## src/mwsc_pkg.sv

```systemverilog
// Purpose: Shared constants and types for the memory wait-state controller.
// Assumes: One board clock; all counts are board-clock cycles.
// Notes:   Region bases and per-region timings are plain defaults for a board map.
package mwsc_pkg;

    localparam int ADDR_HI = 31;
    localparam int ADDR_LO = 17;
    localparam int ADDR_W  = ADDR_HI - ADDR_LO + 1;
    localparam int NUM_CS  = 6;
    localparam int NUM_USR = 3;
    localparam int CNT_W   = 5;
    localparam int LANES   = 4;

    // Region order: 0 SRAM, 1 EPROM, 2 I/O, 3..5 user regions.
    localparam logic [2:0] REG_SRAM  = 3'h0;
    localparam logic [2:0] REG_EPROM = 3'h1;
    localparam logic [2:0] REG_IO    = 3'h2;
    localparam logic [2:0] REG_NONE  = 3'h7;

    localparam logic [NUM_CS-1:0][ADDR_W-1:0] CS_BASE = {
        15'h0F03, 15'h0F02, 15'h0F01, 15'h0F00, 15'h0FE0, 15'h0000
    };
    localparam logic [NUM_CS-1:0][ADDR_W-1:0] CS_MASK = {
        15'h7FFF, 15'h7FFF, 15'h7FFF, 15'h7FFF, 15'h7FFF, 15'h7FFF
    };

    localparam logic [NUM_CS-1:0][CNT_W-1:0] FIRST_WAIT = {
        5'h04, 5'h04, 5'h04, 5'h06, 5'h04, 5'h02
    };
    localparam logic [NUM_CS-1:0][CNT_W-1:0] WORD_GAP = {
        5'h02, 5'h02, 5'h02, 5'h06, 5'h03, 5'h01
    };

    localparam logic [CNT_W-1:0] CNT_RESET    = 5'h00;
    localparam logic [CNT_W-1:0] CNT_FIRST    = 5'h01;
    localparam logic [CNT_W-1:0] LAUNCH_DELAY = 5'h01;
    localparam logic [CNT_W-1:0] FAULT_AT     = 5'h01;
    localparam logic [CNT_W-1:0] FAULT_END    = 5'h02;
    localparam logic [2:0]       WORDS_SINGLE = 3'h1;
    localparam logic [2:0]       WORDS_BURST  = 3'h4;
    localparam logic [6:0]       PIN_RESET    = 7'h7F;

    typedef enum logic [1:0] {
        ST_IDLE,
        ST_READ,
        ST_WRITE,
        ST_FAULT
    } mwsc_state_t;

endpackage : mwsc_pkg

```

## src/mwsc_dec_if.sv

```systemverilog
// Purpose: Carries the latched address and chip-select results between decoder and controller.
// Assumes: Decoder is purely combinational.
// Notes:   Selects are active low; enables are low while the decoder drives.
`timescale 1ns/1ps
`default_nettype none
interface mwsc_dec_if;
    import mwsc_pkg::*;
    logic [ADDR_W-1:0] addr;
    logic              test_en;
    logic [NUM_USR-1:0] user_en;
    logic [NUM_CS-1:0] sel_n;
    logic [NUM_CS-1:0] oe_n;
    logic              hit;
    logic [2:0]        region;

    modport dec (input addr, test_en, user_en, output sel_n, oe_n, hit, region);
    modport ctl (output addr, test_en, user_en, input sel_n, oe_n, hit, region);
endinterface : mwsc_dec_if
`default_nettype wire

```

## src/mwsc_decoder.sv

```systemverilog
// Purpose: Address decoder producing chip selects from the upper address bits.
// Assumes: Address comes straight from the transparent address latch.
// Notes:   No latch-enable qualification, so selects may glitch while the address settles.
`timescale 1ns/1ps
`default_nettype none
module mwsc_decoder (
    mwsc_dec_if.dec dif
);
    import mwsc_pkg::*;

    function automatic logic region_match(input logic [ADDR_W-1:0] a, input int idx);
        region_match = ((a ^ CS_BASE[idx]) & CS_MASK[idx]) == {ADDR_W{1'b0}};
    endfunction : region_match

    logic [NUM_CS-1:0] match;
    logic [NUM_CS-1:0] allow;

    assign allow = {dif.user_en, 3'h7};

    genvar g;
    generate
        for (g = 0; g < NUM_CS; g++) begin : g_cs
            assign match[g]     = region_match(dif.addr, g) & allow[g]; // RULE_01 RULE_02 RULE_03
            assign dif.sel_n[g] = ~match[g];
            assign dif.oe_n[g]  = dif.test_en; // RULE_05
        end
    endgenerate

    assign dif.hit    = |match;
    assign dif.region = match[0] ? REG_SRAM :
                        match[1] ? REG_EPROM :
                        match[2] ? REG_IO :
                        match[3] ? 3'h3 :
                        match[4] ? 3'h4 :
                        match[5] ? 3'h5 : REG_NONE;

endmodule : mwsc_decoder
`default_nettype wire

```

## src/mwsc_top.sv

```systemverilog
// Purpose: Wait-state and memory cycle controller with chip-select decoding.
// Assumes: mclk_in is the board clock; processor strobes are active low.
// Notes:   Chip selects and their output enables are combinational; every other output is registered.
// Contract
// RULE_01: Chip selects decode address bits 31 to 17.
// RULE_02: Three spare outputs act as user selects.
// RULE_03: Selects are combinational, ignoring latch enable.
// RULE_04: Memory strobes synchronous, only during transfers.
// RULE_05: Test enable floats all decoder outputs.
// RULE_06: Wait states throttle the read termination.
// RULE_07: Writes reuse the same counter and termination.
// RULE_08: Start on asserting read or write edge.
// RULE_09: Start launches five-bit up counter timing all.
// RULE_10: Counter advances once per board clock edge.
// RULE_11: Counter decode ends cycle, not strobe negation.
// RULE_12: Cycle finish returns machine and counter idle.
// RULE_13: Byte enable launch waits fixed cycle count.
// RULE_14: Burst and select choose read accept pulses.
// RULE_15: Acknowledge ends writes, optionally burst reads.
// RULE_16: First and spacing delays set per region.
// RULE_17: Undecoded address ends with bus fault.
// RULE_18: Processor drops read half cycle after fault.
// RULE_19: One clock edge; unaligned strobe edges ignored.
// RULE_20: Option: both strobes negated clear counter.
// RULE_21: Option: negation detector gates terminations.
// RULE_22: Board clock is inverted processor clock.
// RULE_23: Byte store pulses combine lanes and timing.
// RULE_24: Idle keeps counter zero, terminations negated.
`timescale 1ns/1ps
`default_nettype none
module mwsc_top #(
    parameter logic [mwsc_pkg::NUM_USR-1:0] USER_CS_EN   = 3'h7,
    parameter bit                           ACK_ON_BURST = 1'b1,
    parameter bit                           ASYNC_TERM   = 1'b0,
    parameter bit                           NEG_INTERLOCK = 1'b0
) (
    input  wire logic                            mclk_in,
    input  wire logic                            resetn_in,
    input  wire logic                            ce_in,
    input  wire logic [mwsc_pkg::ADDR_HI:mwsc_pkg::ADDR_LO] address_in,
    input  wire logic                            rd_n_in,
    input  wire logic                            wr_n_in,
    input  wire logic                            burst_n_in,
    input  wire logic [mwsc_pkg::LANES-1:0]      byte_lane_select_n_in,
    input  wire logic                            test_en_in,
    output logic [mwsc_pkg::NUM_CS-1:0]          cs_n_out,
    output logic [mwsc_pkg::NUM_CS-1:0]          cs_oe_n_out,
    output logic                                 read_word_accept_n_out,
    output logic                                 ack_n_out,
    output logic                                 bus_fault_n_out,
    output logic                                 cycle_finish_n_out,
    output logic                                 byte_enable_launch_n_out,
    output logic                                 mem_read_en_n_out,
    output logic                                 mem_write_en_n_out,
    output logic [mwsc_pkg::LANES-1:0]           byte_store_pulse_n_out
);
    import mwsc_pkg::*;

    mwsc_dec_if dif ();

    mwsc_decoder u_dec (
        .dif (dif.dec)
    );

    assign dif.addr    = address_in;
    assign dif.test_en = test_en_in;
    assign dif.user_en = USER_CS_EN;
    // The decoder must answer inside the address phase, so these bypass registers.
    assign cs_n_out    = dif.sel_n;
    assign cs_oe_n_out = dif.oe_n;

    // Pin synchroniser: s1 feeds only s2; a level counts once s2 and s3 agree.
    logic [6:0] pin_raw;
    logic [6:0] s1_r;
    logic [6:0] s2_r;
    logic [6:0] s3_r;
    logic [6:0] lvl_r;
    logic [6:0] lvl_nxt;
    logic [6:0] lvl_q_r;

    assign pin_raw = {byte_lane_select_n_in, burst_n_in, wr_n_in, rd_n_in};
    assign lvl_nxt = ((s2_r ~^ s3_r) & s2_r) | ((s2_r ^ s3_r) & lvl_r); // RULE_19

    always_ff @(posedge mclk_in) begin // RULE_22
        if (!resetn_in) begin
            s1_r    <= PIN_RESET;
            s2_r    <= PIN_RESET;
            s3_r    <= PIN_RESET;
            lvl_r   <= PIN_RESET;
            lvl_q_r <= PIN_RESET;
        end else if (ce_in) begin
            s1_r    <= pin_raw;
            s2_r    <= s1_r;
            s3_r    <= s2_r;
            lvl_r   <= lvl_nxt;
            lvl_q_r <= lvl_r;
        end
    end

    wire              rd_lvl    = lvl_r[0];
    wire              wr_lvl    = lvl_r[1];
    wire              burst_lvl = lvl_r[2];
    wire [LANES-1:0]  lane_n    = lvl_r[6:3];
    wire              rd_fall   = lvl_q_r[0] & ~rd_lvl;
    wire              wr_fall   = lvl_q_r[1] & ~wr_lvl;
    wire              rd_rise   = ~lvl_q_r[0] & rd_lvl;
    wire              wr_rise   = ~lvl_q_r[1] & wr_lvl;

    mwsc_state_t      state_r;
    mwsc_state_t      state_nxt;
    logic [CNT_W-1:0] cnt_r;
    logic [CNT_W-1:0] cnt_nxt;
    logic [CNT_W-1:0] end_r;
    logic [CNT_W-1:0] end_nxt;
    logic [CNT_W-1:0] gap_r;
    logic [CNT_W-1:0] gap_nxt;
    logic [CNT_W-1:0] hit_at_r;
    logic [CNT_W-1:0] hit_at_nxt;
    logic [CNT_W-1:0] first_r;
    logic [CNT_W-1:0] first_nxt;
    logic [2:0]       words_r;
    logic [2:0]       words_nxt;
    logic             neg_seen_r;
    logic             neg_seen_nxt;

    // Start timing is fetched from the region captured at the asserting edge.
    wire [2:0]       reg_idx   = dif.region;
    wire [CNT_W-1:0] sel_first = dif.hit ? FIRST_WAIT[reg_idx] : CNT_FIRST; // RULE_16
    wire [CNT_W-1:0] sel_gap   = dif.hit ? WORD_GAP[reg_idx] : CNT_FIRST; // RULE_16
    wire             is_burst  = rd_fall & ~burst_lvl;
    wire [2:0]       sel_words = is_burst ? WORDS_BURST : WORDS_SINGLE; // RULE_14
    wire [CNT_W-1:0] gap3      = CNT_W'(sel_gap + (sel_gap << 1));
    wire [CNT_W-1:0] sel_end   = is_burst ? CNT_W'(sel_first + gap3 + 5'h01)
                                          : CNT_W'(sel_first + 5'h01);

    wire start     = (state_r == ST_IDLE) & (rd_fall | wr_fall); // RULE_08
    wire active    = (state_r != ST_IDLE);
    wire mem_cycle = (state_r == ST_READ) | (state_r == ST_WRITE);
    wire finish    = active & (cnt_r == end_r); // RULE_11
    wire both_neg  = ASYNC_TERM & rd_lvl & wr_lvl & mem_cycle; // RULE_20
    wire gate_term = NEG_INTERLOCK & neg_seen_r; // RULE_21

    wire launch_c  = mem_cycle & (cnt_r >= LAUNCH_DELAY) & ~finish; // RULE_13
    wire rwa_c     = (state_r == ST_READ) & (cnt_r == hit_at_r)
                     & (words_r != 3'h0) & ~gate_term; // RULE_06 RULE_14
    wire last_word = (words_r == 3'h1);
    wire ack_c     = ((state_r == ST_WRITE) & (cnt_r == first_r)
                     | ACK_ON_BURST & rwa_c & last_word & (end_r != CNT_W'(first_r + 5'h01)))
                     & ~gate_term; // RULE_07 RULE_15
    wire fault_c   = (state_r == ST_FAULT) & (cnt_r == FAULT_AT); // RULE_17

    always_comb begin
        state_nxt    = state_r;
        cnt_nxt      = cnt_r;
        end_nxt      = end_r;
        gap_nxt      = gap_r;
        hit_at_nxt   = hit_at_r;
        first_nxt    = first_r;
        words_nxt    = words_r;
        neg_seen_nxt = neg_seen_r;
        case (state_r)
            ST_IDLE: begin
                cnt_nxt      = CNT_RESET; // RULE_24
                neg_seen_nxt = 1'b0;
                if (start) begin
                    cnt_nxt = CNT_FIRST; // RULE_09
                    if (!dif.hit) begin
                        state_nxt = ST_FAULT; // RULE_17
                        end_nxt   = FAULT_END; // RULE_18
                    end else begin
                        state_nxt  = rd_fall ? ST_READ : ST_WRITE;
                        end_nxt    = sel_end;
                        gap_nxt    = sel_gap;
                        first_nxt  = sel_first;
                        hit_at_nxt = sel_first;
                        words_nxt  = rd_fall ? sel_words : 3'h0;
                    end
                end
            end
            ST_READ, ST_WRITE, ST_FAULT: begin
                cnt_nxt = CNT_W'(cnt_r + 5'h01); // RULE_10
                if (rwa_c) begin
                    hit_at_nxt = CNT_W'(hit_at_r + gap_r);
                    words_nxt  = 3'(words_r - 3'h1);
                end
                if (rd_rise | wr_rise) begin
                    neg_seen_nxt = 1'b1;
                end
                if (finish | both_neg) begin
                    state_nxt = ST_IDLE; // RULE_12
                    cnt_nxt   = CNT_RESET;
                end
            end
            default: begin
                state_nxt = ST_IDLE;
                cnt_nxt   = CNT_RESET;
            end
        endcase
    end

    always_ff @(posedge mclk_in) begin
        if (!resetn_in) begin
            state_r    <= ST_IDLE;
            cnt_r      <= CNT_RESET;
            end_r      <= CNT_RESET;
            gap_r      <= CNT_RESET;
            hit_at_r   <= CNT_RESET;
            first_r    <= CNT_RESET;
            words_r    <= 3'h0;
            neg_seen_r <= 1'b0;
        end else if (ce_in) begin
            state_r    <= state_nxt;
            cnt_r      <= cnt_nxt;
            end_r      <= end_nxt;
            gap_r      <= gap_nxt;
            hit_at_r   <= hit_at_nxt;
            first_r    <= first_nxt;
            words_r    <= words_nxt;
            neg_seen_r <= neg_seen_nxt;
        end
    end

    // Outputs lag their counter decode by one edge so that all of them leave flip-flops.
    always_ff @(posedge mclk_in) begin
        if (!resetn_in) begin
            read_word_accept_n_out   <= 1'b1;
            ack_n_out                <= 1'b1;
            bus_fault_n_out          <= 1'b1;
            cycle_finish_n_out       <= 1'b1;
            byte_enable_launch_n_out <= 1'b1;
            mem_read_en_n_out        <= 1'b1;
            mem_write_en_n_out       <= 1'b1;
            byte_store_pulse_n_out   <= 4'hF;
        end else if (ce_in) begin
            read_word_accept_n_out   <= ~rwa_c; // RULE_14
            ack_n_out                <= ~ack_c; // RULE_15
            bus_fault_n_out          <= ~fault_c; // RULE_17
            cycle_finish_n_out       <= ~(finish | both_neg); // RULE_12
            byte_enable_launch_n_out <= ~launch_c; // RULE_13
            mem_read_en_n_out        <= ~(launch_c & (state_r == ST_READ)); // RULE_04
            mem_write_en_n_out       <= ~(launch_c & (state_r == ST_WRITE)); // RULE_04
            byte_store_pulse_n_out   <= ~({LANES{launch_c & (state_r == ST_WRITE)}}
                                          & ~lane_n); // RULE_23
        end
    end

    property p_idle_quiet;
        @(posedge mclk_in) disable iff (!resetn_in || !ce_in)
        (state_r == ST_IDLE) |-> (cnt_r == CNT_RESET);
    endproperty
    a_idle_quiet: assert property (p_idle_quiet) // RULE_24
        else $error("Counter not zero while idle.");

    property p_idle_terms;
        @(posedge mclk_in) disable iff (!resetn_in || !ce_in)
        ($past(state_r) == ST_IDLE) && (state_r == ST_IDLE)
            |-> read_word_accept_n_out && ack_n_out && bus_fault_n_out;
    endproperty
    a_idle_terms: assert property (p_idle_terms) // RULE_24
        else $error("Termination asserted while idle.");

    property p_count_up;
        @(posedge mclk_in) disable iff (!resetn_in || !ce_in)
        active && !finish && !both_neg ##1 ce_in |-> cnt_r == CNT_W'($past(cnt_r) + 5'h01);
    endproperty
    a_count_up: assert property (p_count_up) // RULE_10
        else $error("Cycle counter did not advance by one.");

    property p_finish_idle;
        @(posedge mclk_in) disable iff (!resetn_in || !ce_in)
        !cycle_finish_n_out |-> (state_r == ST_IDLE) && (cnt_r == CNT_RESET);
    endproperty
    a_finish_idle: assert property (p_finish_idle) // RULE_12
        else $error("Cycle finish did not return to idle.");

    property p_start_runs;
        @(posedge mclk_in) disable iff (!resetn_in || !ce_in)
        start ##1 ce_in |-> (state_r != ST_IDLE) && (cnt_r == CNT_FIRST);
    endproperty
    a_start_runs: assert property (p_start_runs) // RULE_08
        else $error("Strobe edge did not start the counter.");

    property p_launch_late;
        @(posedge mclk_in) disable iff (!resetn_in || !ce_in)
        $fell(byte_enable_launch_n_out) |-> $past(cnt_r) == LAUNCH_DELAY;
    endproperty
    a_launch_late: assert property (p_launch_late) // RULE_13
        else $error("Byte enable launch at wrong count.");

    property p_fault_undecoded;
        @(posedge mclk_in) disable iff (!resetn_in || !ce_in)
        start && !dif.hit ##1 ce_in |-> ##1 !bus_fault_n_out ##1 !cycle_finish_n_out;
    endproperty
    a_fault_undecoded: assert property (p_fault_undecoded) // RULE_17
        else $error("Undecoded cycle not ended by bus fault.");

    property p_read_en_only_read;
        @(posedge mclk_in) disable iff (!resetn_in || !ce_in)
        !mem_read_en_n_out |-> $past(state_r) == ST_READ && mem_write_en_n_out;
    endproperty
    a_read_en_only_read: assert property (p_read_en_only_read) // RULE_04
        else $error("Read enable outside a read transfer.");

    property p_store_lanes;
        @(posedge mclk_in) disable iff (!resetn_in || !ce_in)
        ($past(lane_n) != 4'hF) && !mem_write_en_n_out
            |-> byte_store_pulse_n_out == $past(lane_n);
    endproperty
    a_store_lanes: assert property (p_store_lanes) // RULE_23
        else $error("Byte store pulses do not match lane selects.");

    property p_write_ack;
        @(posedge mclk_in) disable iff (!resetn_in || !ce_in)
        (state_r == ST_IDLE) && wr_fall && dif.hit && !NEG_INTERLOCK && !ASYNC_TERM
            |-> ##[2:8] !ack_n_out;
    endproperty
    a_write_ack: assert property (p_write_ack) // RULE_15
        else $error("Write cycle without acknowledge.");

    property p_test_float;
        @(posedge mclk_in) disable iff (!resetn_in)
        test_en_in |-> cs_oe_n_out == {NUM_CS{1'b1}};
    endproperty
    a_test_float: assert property (p_test_float) // RULE_05
        else $error("Decoder outputs driven in test mode.");

    property p_fault_only_fault;
        @(posedge mclk_in) disable iff (!resetn_in || !ce_in)
        !bus_fault_n_out |-> ($past(state_r) == ST_FAULT) && read_word_accept_n_out;
    endproperty
    a_fault_only_fault: assert property (p_fault_only_fault) // RULE_17
        else $error("Bus fault outside an undecoded cycle.");

    property p_accept_in_read;
        @(posedge mclk_in) disable iff (!resetn_in || !ce_in)
        !read_word_accept_n_out |-> ($past(state_r) == ST_READ) && !mem_read_en_n_out;
    endproperty
    a_accept_in_read: assert property (p_accept_in_read) // RULE_06 RULE_14
        else $error("Read accept outside a timed read.");

endmodule : mwsc_top
`default_nettype wire

```

## config.mk

```make
export PLATFORM = sky130hd
export DESIGN_NAME = mwsc_top
export DESIGN_NICKNAME = d
export VERILOG_FILES = /design/src/mwsc_pkg.sv /design/src/mwsc_dec_if.sv /design/src/mwsc_decoder.sv /design/src/mwsc_top.sv
export SDC_FILE = /design/constraint.sdc
export NUM_CORES = 1
export LEC_CHECK = 0
export BUFFER_PORTS_ARGS = -buffer_cell sky130_fd_sc_hd__buf_2
export CORE_MARGIN = 3
export CORE_UTILIZATION = 58
export CTS_CLUSTER_SIZE = 30
export DETAILED_ROUTE_END_ITERATION = 10
export GPL_TIMING_DRIVEN = 0
export PLACE_DENSITY = 0.84
export SKIP_CTS_REPAIR_TIMING = 1
export SLEW_MARGIN = 20
export SYNTH_ARGS = -nofsm -noshare
export SYNTH_HDL_FRONTEND = slang
export SYNTH_HIERARCHICAL = 1
export SYNTH_SLANG_ARGS = --single-unit
export TNS_END_PERCENT = 30
```

## constraint.sdc

```tcl
create_clock -name mclk_in -period 4.33 [get_ports mclk_in]
set_input_delay 0.2165 -clock mclk_in [delete_from_list [all_inputs] [get_ports mclk_in]]
set_output_delay 0.2165 -clock mclk_in [all_outputs]
set_load 0.01 [all_outputs]
```

==> flow_summary.ini <==
[timing]
maxSlewViolCount = 0
setup_violations = 0
fin_skew_ps = 7.89
slew_headroom_pct = 50.0
rsz0062_at_grt = no
worst_pin_slew_ps = 749
period_share_pct = 74.1
setup_slack_ps = 1120
min_period_ps = 3210
hold_viol = 0
setup_tns_ps = 0
timing.fmax_ghz = 0.312

[die]
die_x_microns = 84.8
die_area_sq_um = 7190
die_y_microns = 84.8
rows = 28
ios = 49
start_util_pct = 60.5
core_area_sq_um = 5960

[finish]
syn2layout_area_growth_pct = 15.3
ff_latch_area_sq_um = 1320
antenna_cells = 0
nFillCells = 479
drive_gt1_share_pct = 17.6
multi_input_area_sq_um = 2080
num-nets-final = 531

[synthesis]
synth.avg_cell_area_sq_um = 8.64
yosysSeqAreaShare_pct = 36.7
ys_ff_latch = 66
yosysWarnings = 6
async_reset_ff_share_pct = 0
ys_types = 60
synth_area_sq_um = 3600
synth_cells = 417
synth_flop_cell = dfxtp_1
synth_edf_count = 0

[setup_path]
rr_worst_depth = 8
crit_path_cell_trace = buf_2 -> nor4_1 -> or2b_1 -> or4_1 -> o31a_1 -> ha_1 -> or2_2 -> inv_1 -> fa_1 -> o21ai_0 -> nand2_1 -> a21oi_1
cp.required_ps = 4620
crit_path_top_delay_cell = or4_1
cp_max_fo = 5
r2r-start = state_r[0]
cp-start-kind = input port
endpoint_kind = flip-flop
max_stage_delay_ps = 570
crit-reg2reg-capture = hit_at_r[1]
reg2reg_slack_ps = 1980
critPathKind = in -> reg
crit_arrival_ps = 3500

[global_routing]
antenna_found_initial = 0
grt_pass1_wl_mm = 14.3
use_met1_pct = 30.9
grt_max_degree = 15
overflow = 0
grt_use_met2_pct = 41.9
grt_use_met3_pct = 6.08
busiest_layer = met2
grt_pass1_vias = 3139
grt_usage_pct = 24.8

[clocking]
h-tree-depth = 3
clk_latency_ps = 360
clk_transition_reported_paths_ps = 80
clk_path_buf_depth = 2
clock-sinks = 66
cts_buffers = 9
cts_tree = done
cts-root-buf = clkbuf_8

[route]
wl_per_cell_microns = 15.4
drt_iter0_drc = 210
ant_nets = 0
drt-total-wl_mm = 8.62
drc = 0
firstDrtPassIters = 4
viasPerCell = 5.81
vias = 3246

[flow_run]
cap_violations = 0

[power]
p_per_area_nw_per_um2 = 322
p_leak_nw = 1.76
irDropWorstVdd_mv = 0.293

[outcome]
status = finished, final reports clean

[hold_path]
hold_path.startpoint = rd_n_in
hold_path_end = s1_r[0]
hp-class = in -> reg
hold_path_depth = 3

[placement]
hpwlAfterDp_mm = 6.30
gp_congestion = 0.894
portBuffers = 45
dpl_worst_slack_ps = 810
==> critical path, delay by kind of cell <==
kind / cells / cell delay, ps
AND/OR/NAND/NOR: 5 / 1660
adder cells (fa/ha/maj): 2 / 640
AO/OA/AOI/OAI: 3 / 820
buffers and inverters: 2 / 170
==> layout by cell type (no fill, tap or decap), drive strengths merged, types with 4 or more instances in the layout <==
cell	instances
nand2b	4
nand4	6
a21oi	21
buf	61
and3	5
xnor2	7
clkbuf	22
nand3b	4
o21a	4
mux2i	26
nand3	17
nor2	23
inv	23
dfxtp	66
a211oi	5
nor2b	6
o21ai	29
nand2	56
o31ai	4
nor3	8
ha	24
xor2	13
conb	7
==> registers in the layout, indices dropped and copies added, names as in the netlist, 3 cells and up <==
register / flops
end_r: 5
s3_r: 7
byte_store_pulse_n_out: 4
s2_r: 7
cnt_r: 5
hit_at_r: 5
lvl_r: 7
s1_r: 7
words_r: 3
gap_r: 3
==> cell type report <==
class                      count  share of cell area, %
multi-input combinational    309                   50.2
clock buffer                   9                   2.98
timing repair buffer          45                   5.42
sequential                    66                   31.8
inverter                      19                   1.72
tap                           75                   2.26
clock inverter                 7                   2.05
buffer                        29                   3.56
==> metal layers <==
metal  share of wire, %  vias up
met4                1.4        0
met5                  0        -
met2                 50      120
met1                 42     1533
li1                   -     1577
met3                6.6       16
==> cell families (layout without fill, tap and decap cells) <==
family                     count (synthesis)  in the layout  synth area share [%]
and+or+nand+nor                          147            147                  21.0
other                                      1              7                 0.104
buffers and inverters                     48            109                  6.08
xor gates and xnor gates                  20             20                  5.07
AOI/OAI and AO/OA                         83             83                  14.4
DFF                                       66             66                  36.7
muxes                                     26             26                  7.22
adders and majority gates                 26             26                  9.45
==> worst max path at each step <==
stage / cells past startpoint / slack [ps] / startpoint / endpoint
2_1_floorplan: 12 / 1200 / address_in[26] / end_r[2]
3_3_place_gp: 12 / 920 / address_in[29] / end_r[2]
3_5_place_dp: 12 / 810 / address_in[29] / end_r[2]
4_1_cts: 12 / 1170 / address_in[29] / end_r[2]
5_1_grt: 13 / 860 / address_in[29] / end_r[2]
6_report: 12 / 1120 / address_in[29] / end_r[2]
==> stage by stage <==
step	total power, mW	instances	hold WS, ps	cell area [sq um]	utilization, %
after detailed placement	0.797	543	438	3940	66.2
after CTS	1.34	559	57.3	4150	69.7
after global routing	1.39	559	67.5	4150	69.7
final	1.34	559	62.3	4150	69.7
after floorplan	0.747	423	345	3620	-
after global placement	0.790	543	434	3940	66.2
==> report_power, final <==
group	switching, mW	leakage [nW]	internal [mW]
sequential	0.0129	0.537	0.624
clock	0.274	0.107	0.278
combinational	0.0904	1.12	0.0582
total	0.378	1.76	0.960
==> synth_stat cells (2+ instances only) <==
cell	count	area, sq um
a211oi_1	5	37.5
a21oi_1	20	100
a22oi_1	3	22.5
and3_1	4	25.0
buf_1	3	11.3
buf_2	6	30.0
buf_4	6	45.0
clkbuf_1	12	45.0
dfxtp_1	66	1320
fa_1	2	40.0
ha_1	24	300
inv_1	19	71.3
mux2i_1	26	260
nand2_1	56	210
nand2b_1	4	25.0
nand3_1	16	80.1
nand3b_1	4	30.0
nand4_1	6	37.5
nand4b_1	3	26.3
nor2_1	23	86.3
nor2b_1	6	37.5
nor3_1	7	35.0
nor4_1	3	18.8
o211ai_1	2	15.0
o21a_1	4	30.0
o21ai_0	29	145
o22ai_1	2	12.5
o31ai_1	4	30.0
o41ai_1	2	17.5
or3_1	2	12.5
or4_1	2	15.0
xnor2_1	7	61.3
xor2_1	12	105
Power figures use the tool's default switching activity.
